## src/rtl/bls_map.svh

```systemverilog
`ifndef BLS_MAP_SVH
`define BLS_MAP_SVH

// register select codes on the register transfer port
`define BLS_SEL_LC0     3'h0
`define BLS_SEL_LC1     3'h1
`define BLS_SEL_LT0     3'h2
`define BLS_SEL_LT1     3'h3
`define BLS_SEL_LB0     3'h4
`define BLS_SEL_LB1     3'h5

// reset values
`define BLS_LOOP_RST    32'h0000_0000
`define BLS_CC_RST      1'b0

// branch costs in core clock cycles
`define BLS_COST_NT     4'h0
`define BLS_COST_TAKEN  4'h4
`define BLS_COST_MISS   4'h8
// stage distance from address-calc to second execute
`define BLS_EX2_DEPTH   4
// size of a conditional jump in bytes
`define BLS_BR_LEN      32'h0000_0002
// loop hardware re-initialisation penalty
`define BLS_REPLAY_CYC  4'hA
// least count that still loops back
`define BLS_LOOP_MIN    32'h0000_0002
`define BLS_ONE         32'h0000_0001

`endif

```

## src/rtl/bls_pkg.sv

```systemverilog
package bls_pkg;

	typedef enum logic [3:0] {
		BLS_CMP_EQ   = 4'h0,
		BLS_CMP_LT   = 4'h1,
		BLS_CMP_LE   = 4'h2,
		BLS_CMP_LTU  = 4'h3,
		BLS_CMP_LEU  = 4'h4,
		BLS_BIT_TEST = 4'h5,
		BLS_FROM_ST  = 4'h6,
		BLS_TO_ST    = 4'h7,
		BLS_ROT_L    = 4'h8,
		BLS_ROT_R    = 4'h9,
		BLS_XOR_RED  = 4'hA,
		BLS_TEST_SET = 4'hB
	} bls_cc_op_e;

	// condition flag request from the execution stage
	typedef struct packed {
		logic        valid;
		bls_cc_op_e  op;
		logic        use_imm;
		logic [2:0]  imm3;
		logic [4:0]  bit_sel;
		logic        status_in;
		logic [31:0] opa;
		logic [31:0] opb;
	} bls_cc_req_s;

	// branch in flight between address-calc and second execute
	typedef struct packed {
		logic        valid;
		logic        pred;
		logic        sense;
		logic [31:0] target;
		logic [31:0] fall;
	} bls_br_s;

	typedef enum logic [1:0] {
		BLS_RUN    = 2'b00,
		BLS_REPLAY = 2'b01
	} bls_state_e;

endpackage

```

## src/rtl/bls_sequencer.sv

```systemverilog
`timescale 1ns/100ps
`include "bls_map.svh"

// Contract
// [RULE1] 3-bit immediate compares, signed or unsigned
// [RULE2] equal, less, less-equal register compares
// [RULE3] bit test loads flag from bit
// [RULE4] sense bit selects branch on one/zero
// [RULE5] target is pc plus even 11-bit offset
// [RULE6] static predict, check in second execute
// [RULE7] cost zero, four or eight cycles
// [RULE8] unconditional target out at data-fetch, four cycles
// [RULE9] conditional move only when flag matches sense
// [RULE10] two loop units, count top bottom
// [RULE11] at bottom address jump to top
// [RULE12] decrement nonzero count, loop if two+
// [RULE13] loop setup loads all three, pc-relative
// [RULE14] top offset 5-bit signed even (code zero-extends it: 0 to 30 bytes forward)
// [RULE15] bottom offset 11-bit signed even (code zero-extends it: 0 to 2046 bytes forward)
// [RULE16] loop counts are unsigned 32-bit
// [RULE17] zero count means loop inactive
// [RULE18] single writes allowed, active unit replays
// [RULE19] flag loads from and stores to status
// [RULE20] rotate and xor use flag
// [RULE21] test-and-set drives flag from memory
// [RULE22] discarded speculative fetch possible, software syncs
// [RULE23] unit 1 loopback beats unit 0
module bls_sequencer #(
	parameter int AW = 32
) (
	// clock and reset
	input  wire logic                ref_clk,
	input  wire logic                sys_rst,
	// condition flag requests
	input  wire bls_pkg::bls_cc_req_s cc_req,
	output logic                     condition_flag_q,
	output logic                     status_wr_q,
	output logic                     status_val_q,
	output logic [31:0]              shift_result_q,
	// branch from address-calc stage
	input  wire logic                br_valid,
	input  wire logic                br_cond,
	input  wire logic                br_sense,
	input  wire logic                br_pred,
	input  wire logic [AW-1:0]       br_pc,
	input  wire logic [10:0]         br_off,
	output logic                     fetch_redirect_q,
	output logic [AW-1:0]            fetch_addr_q,
	output logic [3:0]               br_cost_q,
	// conditional register move
	input  wire logic                cmov_valid,
	input  wire logic                cmov_sense,
	input  wire logic [3:0]          cmov_dst,
	input  wire logic [31:0]         cmov_data,
	output logic                     cmov_we_q,
	output logic [3:0]               cmov_dst_q,
	output logic [31:0]              cmov_data_q,
	// loop setup instruction
	input  wire logic                loop_setup_instruction_valid,
	input  wire logic                loop_setup_instruction_unit,
	input  wire logic [AW-1:0]       loop_setup_instruction_pc,
	input  wire logic [4:0]          loop_setup_instruction_top_off,
	input  wire logic [10:0]         loop_setup_instruction_bot_off,
	input  wire logic [31:0]         loop_setup_instruction_count,
	// executing instruction
	input  wire logic                exec_valid,
	input  wire logic [AW-1:0]       exec_pc,
	output logic                     loop_back_q,
	output logic [AW-1:0]            loop_addr_q,
	// loop register transfers
	input  wire logic                reg_wr,
	input  wire logic                reg_rd,
	input  wire logic [2:0]          reg_sel,
	input  wire logic [31:0]         reg_wdata,
	output logic [31:0]              reg_rdata_q,
	output logic                     replay_busy_q
);

	// ----------------------------------------------------------
	// condition flag
	// ----------------------------------------------------------
	logic [31:0] cmp_b;
	logic        cc_d;
	logic [31:0] shift_d;
	logic        st_wr_d;

	always_comb begin
		// [RULE1] immediate sign or zero extend
		if (!cc_req.use_imm)
			cmp_b = cc_req.opb;
		else if (cc_req.op == bls_pkg::BLS_CMP_LTU ||
			cc_req.op == bls_pkg::BLS_CMP_LEU)
			cmp_b = {29'h0, cc_req.imm3};
		else
			cmp_b = {{29{cc_req.imm3[2]}}, cc_req.imm3};
	end

	always_comb begin
		cc_d    = condition_flag_q;
		shift_d = shift_result_q;
		st_wr_d = 1'b0;
		case (cc_req.op)
			// [RULE2] register pair compares
			bls_pkg::BLS_CMP_EQ: cc_d = cc_req.opa == cmp_b;
			bls_pkg::BLS_CMP_LT:
				cc_d = $signed(cc_req.opa) < $signed(cmp_b);
			bls_pkg::BLS_CMP_LE:
				cc_d = $signed(cc_req.opa) <= $signed(cmp_b);
			bls_pkg::BLS_CMP_LTU: cc_d = cc_req.opa < cmp_b;
			bls_pkg::BLS_CMP_LEU: cc_d = cc_req.opa <= cmp_b;
			// [RULE3] selected bit into flag
			bls_pkg::BLS_BIT_TEST:
				cc_d = cc_req.opa[cc_req.bit_sel];
			// [RULE19] status bit transfers
			bls_pkg::BLS_FROM_ST: cc_d = cc_req.status_in;
			bls_pkg::BLS_TO_ST: st_wr_d = 1'b1;
			// [RULE20] rotate through flag
			bls_pkg::BLS_ROT_L: begin
				shift_d = {cc_req.opa[30:0], condition_flag_q};
				cc_d    = cc_req.opa[31];
			end
			bls_pkg::BLS_ROT_R: begin
				shift_d = {condition_flag_q, cc_req.opa[31:1]};
				cc_d    = cc_req.opa[0];
			end
			// [RULE20] xor reduce with flag
			bls_pkg::BLS_XOR_RED: begin
				cc_d    = condition_flag_q ^
					(^(cc_req.opa & cc_req.opb));
				shift_d = {cc_req.opa[30:0], cc_d};
			end
			// [RULE21] flag set when location was clear
			bls_pkg::BLS_TEST_SET: cc_d = cc_req.opa[7:0] == 8'h00;
			default: cc_d = condition_flag_q;
		endcase
	end

	always_ff @(posedge ref_clk or posedge sys_rst) begin
		if (sys_rst) begin
			condition_flag_q <= `BLS_CC_RST;
			shift_result_q   <= 32'h0000_0000;
			status_wr_q      <= 1'b0;
			status_val_q     <= 1'b0;
		end else begin
			status_wr_q <= cc_req.valid & st_wr_d;
			if (cc_req.valid) begin
				condition_flag_q <= cc_d;
				shift_result_q   <= shift_d;
				status_val_q     <= condition_flag_q;
			end
		end
	end

	// ----------------------------------------------------------
	// branches
	// ----------------------------------------------------------
	bls_pkg::bls_br_s br_in;
	bls_pkg::bls_br_s pipe_q [`BLS_EX2_DEPTH];
	logic             ex2_taken;
	logic             ex2_miss;

	always_comb begin
		// [RULE6] both predictions travel to second execute
		br_in.valid  = br_valid & br_cond;
		br_in.pred   = br_pred;
		br_in.sense  = br_sense;
		// [RULE5] pc plus sign extended even offset
		br_in.target = br_pc + {{(AW-11){br_off[10]}},
			br_off[10:1], 1'b0};
		br_in.fall   = br_pc + AW'(`BLS_BR_LEN);
	end

	// conditional branches walk to the second execute stage
	genvar gi;
	generate
		for (gi = 0; gi < `BLS_EX2_DEPTH; gi++) begin : g_pipe
			bls_pkg::bls_br_s stage_in;
			if (gi == 0) begin : g_head
				assign stage_in = br_in;
			end else begin : g_tail
				assign stage_in = pipe_q[gi-1];
			end
			always_ff @(posedge ref_clk or posedge sys_rst) begin
				if (sys_rst)
					pipe_q[gi] <= '0;
				else if (ex2_miss)
					pipe_q[gi] <= '0;
				else
					pipe_q[gi] <= stage_in;
			end
		end
	endgenerate

	// [RULE4] sense picks flag one or zero
	assign ex2_taken = condition_flag_q == pipe_q[`BLS_EX2_DEPTH-1].sense;
	// [RULE6] actual flag against prediction
	assign ex2_miss  = pipe_q[`BLS_EX2_DEPTH-1].valid &
		(ex2_taken != pipe_q[`BLS_EX2_DEPTH-1].pred);

	always_ff @(posedge ref_clk or posedge sys_rst) begin
		if (sys_rst) begin
			fetch_redirect_q <= 1'b0;
			fetch_addr_q     <= '0;
			br_cost_q        <= `BLS_COST_NT;
		end else if (ex2_miss) begin
			// [RULE7] misprediction costs eight
			fetch_redirect_q <= 1'b1;
			fetch_addr_q     <= ex2_taken ?
				pipe_q[`BLS_EX2_DEPTH-1].target :
				pipe_q[`BLS_EX2_DEPTH-1].fall;
			br_cost_q        <= `BLS_COST_MISS;
		end else if (br_valid & (~br_cond | br_pred)) begin
			// [RULE8] target driven at first data fetch
			fetch_redirect_q <= 1'b1;
			fetch_addr_q     <= br_in.target;
			br_cost_q        <= `BLS_COST_TAKEN;
		end else begin
			// [RULE22] speculative fetch is not withdrawn
			fetch_redirect_q <= 1'b0;
			br_cost_q        <= `BLS_COST_NT;
		end
	end

	// ----------------------------------------------------------
	// conditional move
	// ----------------------------------------------------------
	always_ff @(posedge ref_clk or posedge sys_rst) begin
		if (sys_rst) begin
			cmov_we_q   <= 1'b0;
			cmov_dst_q  <= 4'h0;
			cmov_data_q <= 32'h0000_0000;
		end else begin
			// [RULE9] write only on matching flag
			cmov_we_q   <= cmov_valid &
				(condition_flag_q == cmov_sense);
			cmov_dst_q  <= cmov_dst;
			cmov_data_q <= cmov_data;
		end
	end

	// ----------------------------------------------------------
	// loop units
	// ----------------------------------------------------------
	// [RULE10] two units of three registers
	// [RULE16] unsigned count
	logic [31:0]   lc_q [2];
	logic [AW-1:0] lt_q [2];
	logic [AW-1:0] lb_q [2];
	logic [1:0]    at_end;
	logic [1:0]    do_loop;
	logic          reinit;
	logic [AW-1:0] set_top;
	logic [AW-1:0] set_bot;

	generate
		for (gi = 0; gi < 2; gi++) begin : g_end
			// [RULE17] zero count never matches
			assign at_end[gi] = exec_valid & (exec_pc == lb_q[gi]) &
				(lc_q[gi] != 32'h0);
		end
	endgenerate

	// [RULE12] loop back only from two or more
	// [RULE23] unit 1 loopback masks unit 0
	assign do_loop[1] = at_end[1] & (lc_q[1] >= `BLS_LOOP_MIN);
	assign do_loop[0] = at_end[0] & ~do_loop[1] &
		(lc_q[0] >= `BLS_LOOP_MIN);

	// [RULE14] top offset, even, 0 to 30 bytes forward
	assign set_top = loop_setup_instruction_pc + {{(AW-5){1'b0}},
		loop_setup_instruction_top_off[4:1], 1'b0};
	// [RULE15] bottom offset, even, 0 to 2046 bytes forward
	assign set_bot = loop_setup_instruction_pc + {{(AW-11){1'b0}},
		loop_setup_instruction_bot_off[10:1], 1'b0};

	// [RULE18] active unit or any count write replays
	always_comb begin
		reinit = 1'b0;
		if (reg_wr) begin
			case (reg_sel)
				`BLS_SEL_LC0, `BLS_SEL_LC1: reinit = 1'b1;
				`BLS_SEL_LT0, `BLS_SEL_LB0: reinit = lc_q[0] != 32'h0;
				`BLS_SEL_LT1, `BLS_SEL_LB1: reinit = lc_q[1] != 32'h0;
				default: reinit = 1'b0;
			endcase
		end
	end

	always_ff @(posedge ref_clk or posedge sys_rst) begin
		if (sys_rst) begin
			for (int i = 0; i < 2; i++) begin
				lc_q[i] <= `BLS_LOOP_RST;
				lt_q[i] <= '0;
				lb_q[i] <= '0;
			end
		end else begin
			// [RULE12] nonzero count steps down at the end, except unit 0 while unit 1 loops back
			if (at_end[1])
				lc_q[1] <= lc_q[1] - `BLS_ONE;
			if (at_end[0] & ~do_loop[1])
				lc_q[0] <= lc_q[0] - `BLS_ONE;
			// [RULE13] setup loads all three at once
			if (loop_setup_instruction_valid) begin
				lc_q[loop_setup_instruction_unit] <= loop_setup_instruction_count;
				lt_q[loop_setup_instruction_unit] <= set_top;
				lb_q[loop_setup_instruction_unit] <= set_bot;
			end
			// [RULE18] single register transfers
			if (reg_wr) begin
				case (reg_sel)
					`BLS_SEL_LC0: lc_q[0] <= reg_wdata;
					`BLS_SEL_LC1: lc_q[1] <= reg_wdata;
					`BLS_SEL_LT0: lt_q[0] <= reg_wdata[AW-1:0];
					`BLS_SEL_LT1: lt_q[1] <= reg_wdata[AW-1:0];
					`BLS_SEL_LB0: lb_q[0] <= reg_wdata[AW-1:0];
					`BLS_SEL_LB1: lb_q[1] <= reg_wdata[AW-1:0];
					default: lc_q[0] <= lc_q[0];
				endcase
			end
		end
	end

	// [RULE11] next instruction from loop top
	always_ff @(posedge ref_clk or posedge sys_rst) begin
		if (sys_rst) begin
			loop_back_q <= 1'b0;
			loop_addr_q <= '0;
		end else begin
			loop_back_q <= do_loop[1] | do_loop[0];
			loop_addr_q <= do_loop[1] ? lt_q[1] : lt_q[0];
		end
	end

	always_ff @(posedge ref_clk or posedge sys_rst) begin
		if (sys_rst) begin
			reg_rdata_q <= 32'h0000_0000;
		end else if (reg_rd) begin
			case (reg_sel)
				`BLS_SEL_LC0: reg_rdata_q <= lc_q[0];
				`BLS_SEL_LC1: reg_rdata_q <= lc_q[1];
				`BLS_SEL_LT0: reg_rdata_q <= 32'(lt_q[0]);
				`BLS_SEL_LT1: reg_rdata_q <= 32'(lt_q[1]);
				`BLS_SEL_LB0: reg_rdata_q <= 32'(lb_q[0]);
				`BLS_SEL_LB1: reg_rdata_q <= 32'(lb_q[1]);
				default: reg_rdata_q <= 32'h0000_0000;
			endcase
		end
	end

	// ----------------------------------------------------------
	// loop hardware replay
	// ----------------------------------------------------------
	bls_pkg::bls_state_e state_q;
	logic [3:0]          replay_cnt_q;

	always_ff @(posedge ref_clk or posedge sys_rst) begin
		if (sys_rst) begin
			state_q       <= bls_pkg::BLS_RUN;
			replay_cnt_q  <= 4'h0;
			replay_busy_q <= 1'b0;
		end else begin
			case (state_q)
				bls_pkg::BLS_RUN: begin
					if (reinit) begin
						state_q       <= bls_pkg::BLS_REPLAY;
						replay_cnt_q  <= `BLS_REPLAY_CYC - 4'h1;
						replay_busy_q <= 1'b1;
					end
				end
				bls_pkg::BLS_REPLAY: begin
					if (reinit) begin
						replay_cnt_q <= `BLS_REPLAY_CYC - 4'h1;
					end else if (replay_cnt_q == 4'h0) begin
						state_q       <= bls_pkg::BLS_RUN;
						replay_cnt_q  <= 4'h0;
						replay_busy_q <= 1'b0;
					end else begin
						replay_cnt_q <= replay_cnt_q - 4'h1;
					end
				end
				default: begin
					state_q       <= bls_pkg::BLS_RUN;
					replay_busy_q <= 1'b0;
				end
			endcase
		end
	end

endmodule

```

## config.mk

```make
export PLATFORM = sky130hd
export DESIGN_NAME = bls_sequencer
export DESIGN_NICKNAME = d
export VERILOG_FILES = /design/src/rtl/bls_pkg.sv /design/src/rtl/bls_sequencer.sv
export VERILOG_INCLUDE_DIRS = /design/src /design/src/rtl
export SDC_FILE = /design/constraint.sdc
export NUM_CORES = 2
export LEC_CHECK = 0
export BUFFER_PORTS_ARGS = -buffer_cell sky130_fd_sc_hd__buf_2
export CORE_MARGIN = 1.5
export CORE_UTILIZATION = 40
export CTS_BUF_LIST = sky130_fd_sc_hd__clkbuf_4
export CTS_CLUSTER_DIAMETER = 150
export CTS_CLUSTER_SIZE = 14
export DETAILED_ROUTE_END_ITERATION = 10
export GPL_ROUTABILITY_DRIVEN = 0
export GPL_TIMING_DRIVEN = 1
export PLACE_DENSITY = 0.57
export SETUP_SLACK_MARGIN = 0.4
export SYNTH_ARGS = -nofsm -noshare
export SYNTH_HDL_FRONTEND = slang
export SYNTH_SLANG_ARGS = --single-unit
```

## constraint.sdc

```tcl
create_clock -name ref_clk -period 51.7 [get_ports ref_clk]
set_input_delay 2.585 -clock ref_clk [delete_from_list [all_inputs] [get_ports ref_clk]]
set_output_delay 2.585 -clock ref_clk [all_outputs]
set_load 0.01 [all_outputs]
```

== After elaboration in Yosys (flattened, before gate mapping) ==
Cells that the tools add are included.
Storage, ports and cells
  bits in registers: 641
  input bits: 318
  output and inout port bits: 175
Operators by class
  add/subtract/negate cells: 7
  magnitude comparators: 9
  equality and inequality tests: 27
  multiplexer cells: 53
  bitwise gates (word level): 19
  reductions and logical operators: 22
Operators with widths (number)
  32-bit 2-to-1 mux: 14
  64-bit 2-to-1 mux: 6
  67-bit 2-to-1 mux: 4
  64-bit bitwise mux: 3
  32-bit case mux with 6 select lines: 1
  32-bit == test: 3
  32-bit case mux with 3 select lines: 1
  32-bit by 2-bit greater-or-equal comparator with 1-bit output (second input constant): 2
  32-bit less-or-equal comparator: 2
  32-bit less-than comparator: 2
  32-bit case mux with 2 select lines: 1
  32-bit nonzero test: 2
  32-bit by 1-bit subtractor with 32-bit output (second input constant): 2
  32-bit by 11-bit adder with 32-bit output: 1
  32-bit by 2-bit adder with 32-bit output (second input constant): 1
  32-bit adder: 1
  32-bit by 5-bit adder with 32-bit output: 1
  32-bit AND: 1
  32-bit demux with 1-bit select: 1
  32-bit XOR reduction: 1
  4-bit by 3-bit == test with 1-bit output (second input constant): 4
  4-bit == test (second input constant): 4
  4-bit 2-to-1 mux: 4
  1-bit AND: 12
  40 further kinds: 63

== Depth between registers and ports, before layout ==
  depth after elaboration: 11
  mapped depth: 18

== Worst setup path before layout ==
Ideal clock, no wire load.
  kind: input to register
  start point: in loop_setup_instruction_pc[1]
  end point: reg lb_q[19] (netlist bit)
  library setup time: 83 ps
  arrival time: 5592 ps
  setup slack: 46025 ps
  stages on the path: 12
  cell sequence: ha_1 > inv_1 > fa_1 > nor2b_1 > o21ai_0 > a21boi_0 > o21ai_0 > a2111oi_0 > o21ai_0 > xnor2_1 > nor2_1 > o21ai_0
Between the ends
  cells in the longest elaborated chain, start to end: 5
RTL lines
  start, declared: RTL line bls_sequencer.sv:61  | input wire logic [AW-1:0] loop_setup_instruction_pc,
  32-bit by 11-bit adder with 32-bit output *: RTL line bls_sequencer.sv:273  | assign set_bot = loop_setup_instruction_pc + {{(AW-11){1'b0}},
  64-bit bitwise mux *: RTL line bls_sequencer.sv:306  | lb_q[loop_setup_instruction_unit] <= set_bot;
  64-bit 2-to-1 mux *: RTL line bls_sequencer.sv:303  | if (loop_setup_instruction_valid) begin
  32-bit 2-to-1 mux: RTL line bls_sequencer.sv:310  | case (reg_sel)
  64-bit 2-to-1 mux *: RTL line bls_sequencer.sv:309  | if (reg_wr) begin
  end signal, assigned by index: RTL line bls_sequencer.sv:306
  end, declared: RTL line bls_sequencer.sv:248  | logic [AW-1:0] lb_q [2];
Mark *: on every way between the ends. The rest lies on a longest branch, timed or not.
A chain may end at the register's enable or synchronous reset.

== Worst setup path after layout ==
  start point: in cc_req[76] (netlist bit)
  end point: reg condition_flag_q
Between the ends
  cells in the longest elaborated chain, start to end: 6
  elaborated cells between the ends (all ways): 22
  those cells by class: order compare (4); eq/ne (11); mux (3); reduce/logical (4)
RTL lines
  start, declared: RTL line bls_sequencer.sv:35  | input wire bls_pkg::bls_cc_req_s cc_req,
  4-bit by 2-bit == test with 1-bit output or 4-bit by 3-bit == test with 1-bit output (tied branches): RTL line bls_sequencer.sv:91, bls_sequencer.sv:102, bls_sequencer.sv:92
  1-bit logical OR: RTL line bls_sequencer.sv:91  | else if (cc_req.op == bls_pkg::BLS_CMP_LTU ||
  32-bit 2-to-1 mux: RTL line bls_sequencer.sv:91
  32-bit 2-to-1 mux: RTL line bls_sequencer.sv:89  | if (!cc_req.use_imm)
  32-bit less-or-equal comparator (tied with other cells): RTL line bls_sequencer.sv:110  | bls_pkg::BLS_CMP_LEU: cc_d = cc_req.opa <= cmp_b;
  1-bit case mux with 11 select lines: RTL line bls_sequencer.sv:102  | case (cc_req.op)
  end signal, assigned: RTL line bls_sequencer.sv:140  | condition_flag_q <= `BLS_CC_RST;
  end, declared: RTL line bls_sequencer.sv:36  | output logic condition_flag_q,
Parallel ways exist; a longest one is shown, timed or not.

==> metrics <==
status complete, no violations; Worst slew margin 0.196; cell leakage power 16.3 nW; first-pass GRT wire length 165,000 microns; post-synthesis sequential element count 633; Setup violations, final 0; crit path cell chain buf_2, nor3b_1, nor2_1, o21ai_0, nand2_1, o21ai_0, ha_1, a211oi_1, nor2_1, o31ai_1, o211ai_1, a211oi_1, mux2i_1, o21ai_0, o21ai_0, a31oi_1; number of distinct library cells after synthesis 89; Hold Path Class flop to flop; fin crit share 0.106; CTS HTree Levels 2; Post-DP HPWL 78,200 microns; endpoints failing hold 0; drt first pass iters 7; PD cells 35.6 mW/mm^2; Hold Path Cell Cnt 1; placed cell area 0.0365 sq mm; DRC 0; critical path capture point type flop; worst skew pair latency 0.96 ns; Die Wd 291 microns; GR Util All Layers 0.254; TritonCTS clock tree done; Tightest Pin Transition 1.20 ns; post_cts resized 0; end of the worst register-to-register path lc_q[30]; Mapped Cells 3,425; post-route setup slack 46.22 ns; Worst EP required 52.56 ns; design area 0.0370 sq mm; Overflow after GRT 0; nets@finish 4,194; Clk pwr share 0.168; antenna-violating nets left 0; clock skew 0.122 ns; Internal 0.000855 W; Reg clk slew, reported paths 0.16 ns; Core Box Area 0.0821 sq mm; Setup crit start cc_req[76]; syn_area_per_cell 9.68 sq um; Setup Slack @ Placement 45.35 ns; Sw Share 0.352; initial drt markers 2,359; vias per cell 5.61; Fill cells 8,029; count of port buffers added during placement 487; r2r worst-path depth 9; Comb pwr share 0.300; synthesized area 0.0331 sq mm; Boundary Pins 493; initial antenna violation count 24; die area 0.0846 sq mm; sequential fraction of design power 0.532; register area share after synthesis 0.478; hold_buf cts 0; Pins Over Slew Limit 0; die height 291 microns; post-layout min period 5.48 ns; switching power 0.000464 W; startpoint class of the critical path primary input; yosys warns 0; # rows 105; clock sinks 633; RR Startpoint lb_q[24]; R2R Setup Slk 47.53 ns; via count 27,300; RSZ-0062 raised after global routing false; CTS buffer count 51; Routed Wire Length 110,000 microns; Max VDD drop 26.9 uV; layout cell share with drive strength beyond 1 0.188; pin count of the biggest net entering global routing 166; Max Root-Sink Buffers 3; Starting Density 0.404; setup_tns 0 ns; critical path data arrival time 6.34 ns; number of global-route vias before repair 26,300; Post-CTS Setup Bufs 0; critical path class primary input to flop; EDFF count, synth 0; ys async rst share 1.00; Hold Crit Start g_pipe[2].stage_in[47]; Core Util, Final 0.451; crit path max-delay cell type a211oi_1; critical path's most frequent cell o21ai_0; Endpoint, Worst Hold g_pipe[3].stage_in[47]; max_cap viols 0; Wirelength per Cell 22.5 microns; P&R area growth vs syn 11.7%; Post-synth top flop dfrtp_1; CTS root buffer clkbuf_4; delay of the slowest critical-path stage 0.60 ns; Max Clk Rate 183 MHz; Critical Path Fanout Max 29
flip-flops by register name (all words and copies together), names as in the netlist:
name	count
g_pipe.stage_in	198
pipe_q	66
lb_q	64
lc_q	64
lt_q	64
cmov_data_q	32
fetch_addr_q	32
loop_addr_q	32
reg_rdata_q	32
shift_result_q	32
cmov_dst_q	4
replay_cnt_q	4
br_cost_q	2
cmov_we_q	1
condition_flag_q	1
fetch_redirect_q	1
loop_back_q	1
replay_busy_q	1
status_val_q	1
status_wr_q	1
worst max path at each step:
| stage | endpoint | slack [ns] | cells past startpoint |
|---|---|---|---|
| 3_5_place_dp | condition_flag_q | 45.35 | 16 |
| 6_report | condition_flag_q | 46.22 | 16 |
| 5_1_grt | condition_flag_q | 45.81 | 16 |
| 4_1_cts | condition_flag_q | 46.40 | 16 |
| 3_3_place_gp | condition_flag_q | 45.31 | 16 |
| 2_1_floorplan | br_cost_q[2] | 31.38 | 1 |
critical path, delay by kind of cell:
family | cells | cell delay, ns
compound gates | 9 | 2.06
simple gates | 4 | 0.94
fa+ha+maj | 1 | 0.28
mux | 1 | 0.26
buf+inv | 1 | 0.21
cell families (layout without fill, tap and decap cells):
group / Yosys count / after routing / share of synthesized area
AOI/OAI and AO/OA: 753 / 753 / 0.137
DFF: 633 / 633 / 0.478
xor gates and xnor gates: 230 / 230 / 0.0612
buffers and inverters: 247 / 613 / 0.0284
other: 1 / 17 / 0.000113
and+or+nand+nor: 1288 / 1288 / 0.192
adders and majority gates: 88 / 88 / 0.0338
muxes: 185 / 185 / 0.0691
power by group through the flow:
stage / clock (W) / combinational, W / sequential, W
global route: 0.000250 / 0.000440 / 0.000716
CTS: 0.000234 / 0.000400 / 0.000701
detailed placement: 0 / 0.000399 / 0.000711
finish: 0.000222 / 0.000395 / 0.000701
floorplan: 0 / 0.000252 / 0.000702
global placement: 0 / 0.000393 / 0.000709
synth_stat cells (58+ instances only):
library cell | n | share of area
dfrtp_1 | 633 | 0.48
nand2_1 | 392 | 0.044
clkbuf_1 | 193 | 0.022
a21oi_1 | 185 | 0.028
xor2_1 | 138 | 0.036
ha_1 | 83 | 0.031
xnor2_1 | 91 | 0.024
and2_1 | 226 | 0.043
mux2_2 | 58 | 0.020
mux2i_1 | 98 | 0.030
nor2_1 | 279 | 0.032
o21ai_0 | 273 | 0.041
nand3_1 | 81 | 0.012
per-stage QoR:
| stage | hold WS [ns] | total power, W | instances |
|---|---|---|---|
| floorplan | 0.428 | 0.000954 | 3426 |
| global placement | 0.429 | 0.00110 | 4807 |
| detailed placement | 0.432 | 0.00111 | 4807 |
| CTS | 0.401 | 0.00134 | 4862 |
| global route | 0.423 | 0.00141 | 4874 |
| finish | 0.370 | 0.00132 | 4877 |
routing by layer:
| layer | vias up | wire length [microns] | part of all wire | global-route usage |
|---|---|---|---|---|
| met5 | - | 98 | 0.00089 | 0 |
| met4 | 16 | 3820 | 0.035 | 0.0858 |
| met3 | 209 | 8220 | 0.075 | 0.0493 |
| met2 | 1001 | 51400 | 0.47 | 0.413 |
| met1 | 13400 | 46000 | 0.42 | 0.338 |
| li1 | 12700 | - | - | - |
cell usage in the layout, fill, tap and decap left out, types with 37 or more instances in the layout:
cell type,Yosys,layout
a211oi_1,37,37
a21oi_1,185,185
a31oi_1,57,57
and2_1,226,225
and3_1,50,49
buf_2,3,486
clkbuf_4,0,51
dfrtp_1,633,633
ha_1,83,83
mux2_2,58,58
mux2i_1,98,98
nand2_1,392,390
nand3_1,81,79
nor2_1,279,278
nor3_1,57,57
o21ai_0,273,273
or3_1,40,40
xnor2_1,91,90
xor2_1,138,137
cell type report:
class	instances	area [sq um]	area share
clock buffer	51	383	0.0103
inverter	36	144	0.00389
sequential	633	15800	0.428
multi-input combinational	2546	16500	0.445
clock inverter	4	83.8	0.00227
timing repair buffer	522	2720	0.0734
tap	1070	1340	0.0362
antenna	15	37.5	0.00101
Power figures use the tool's default switching activity.
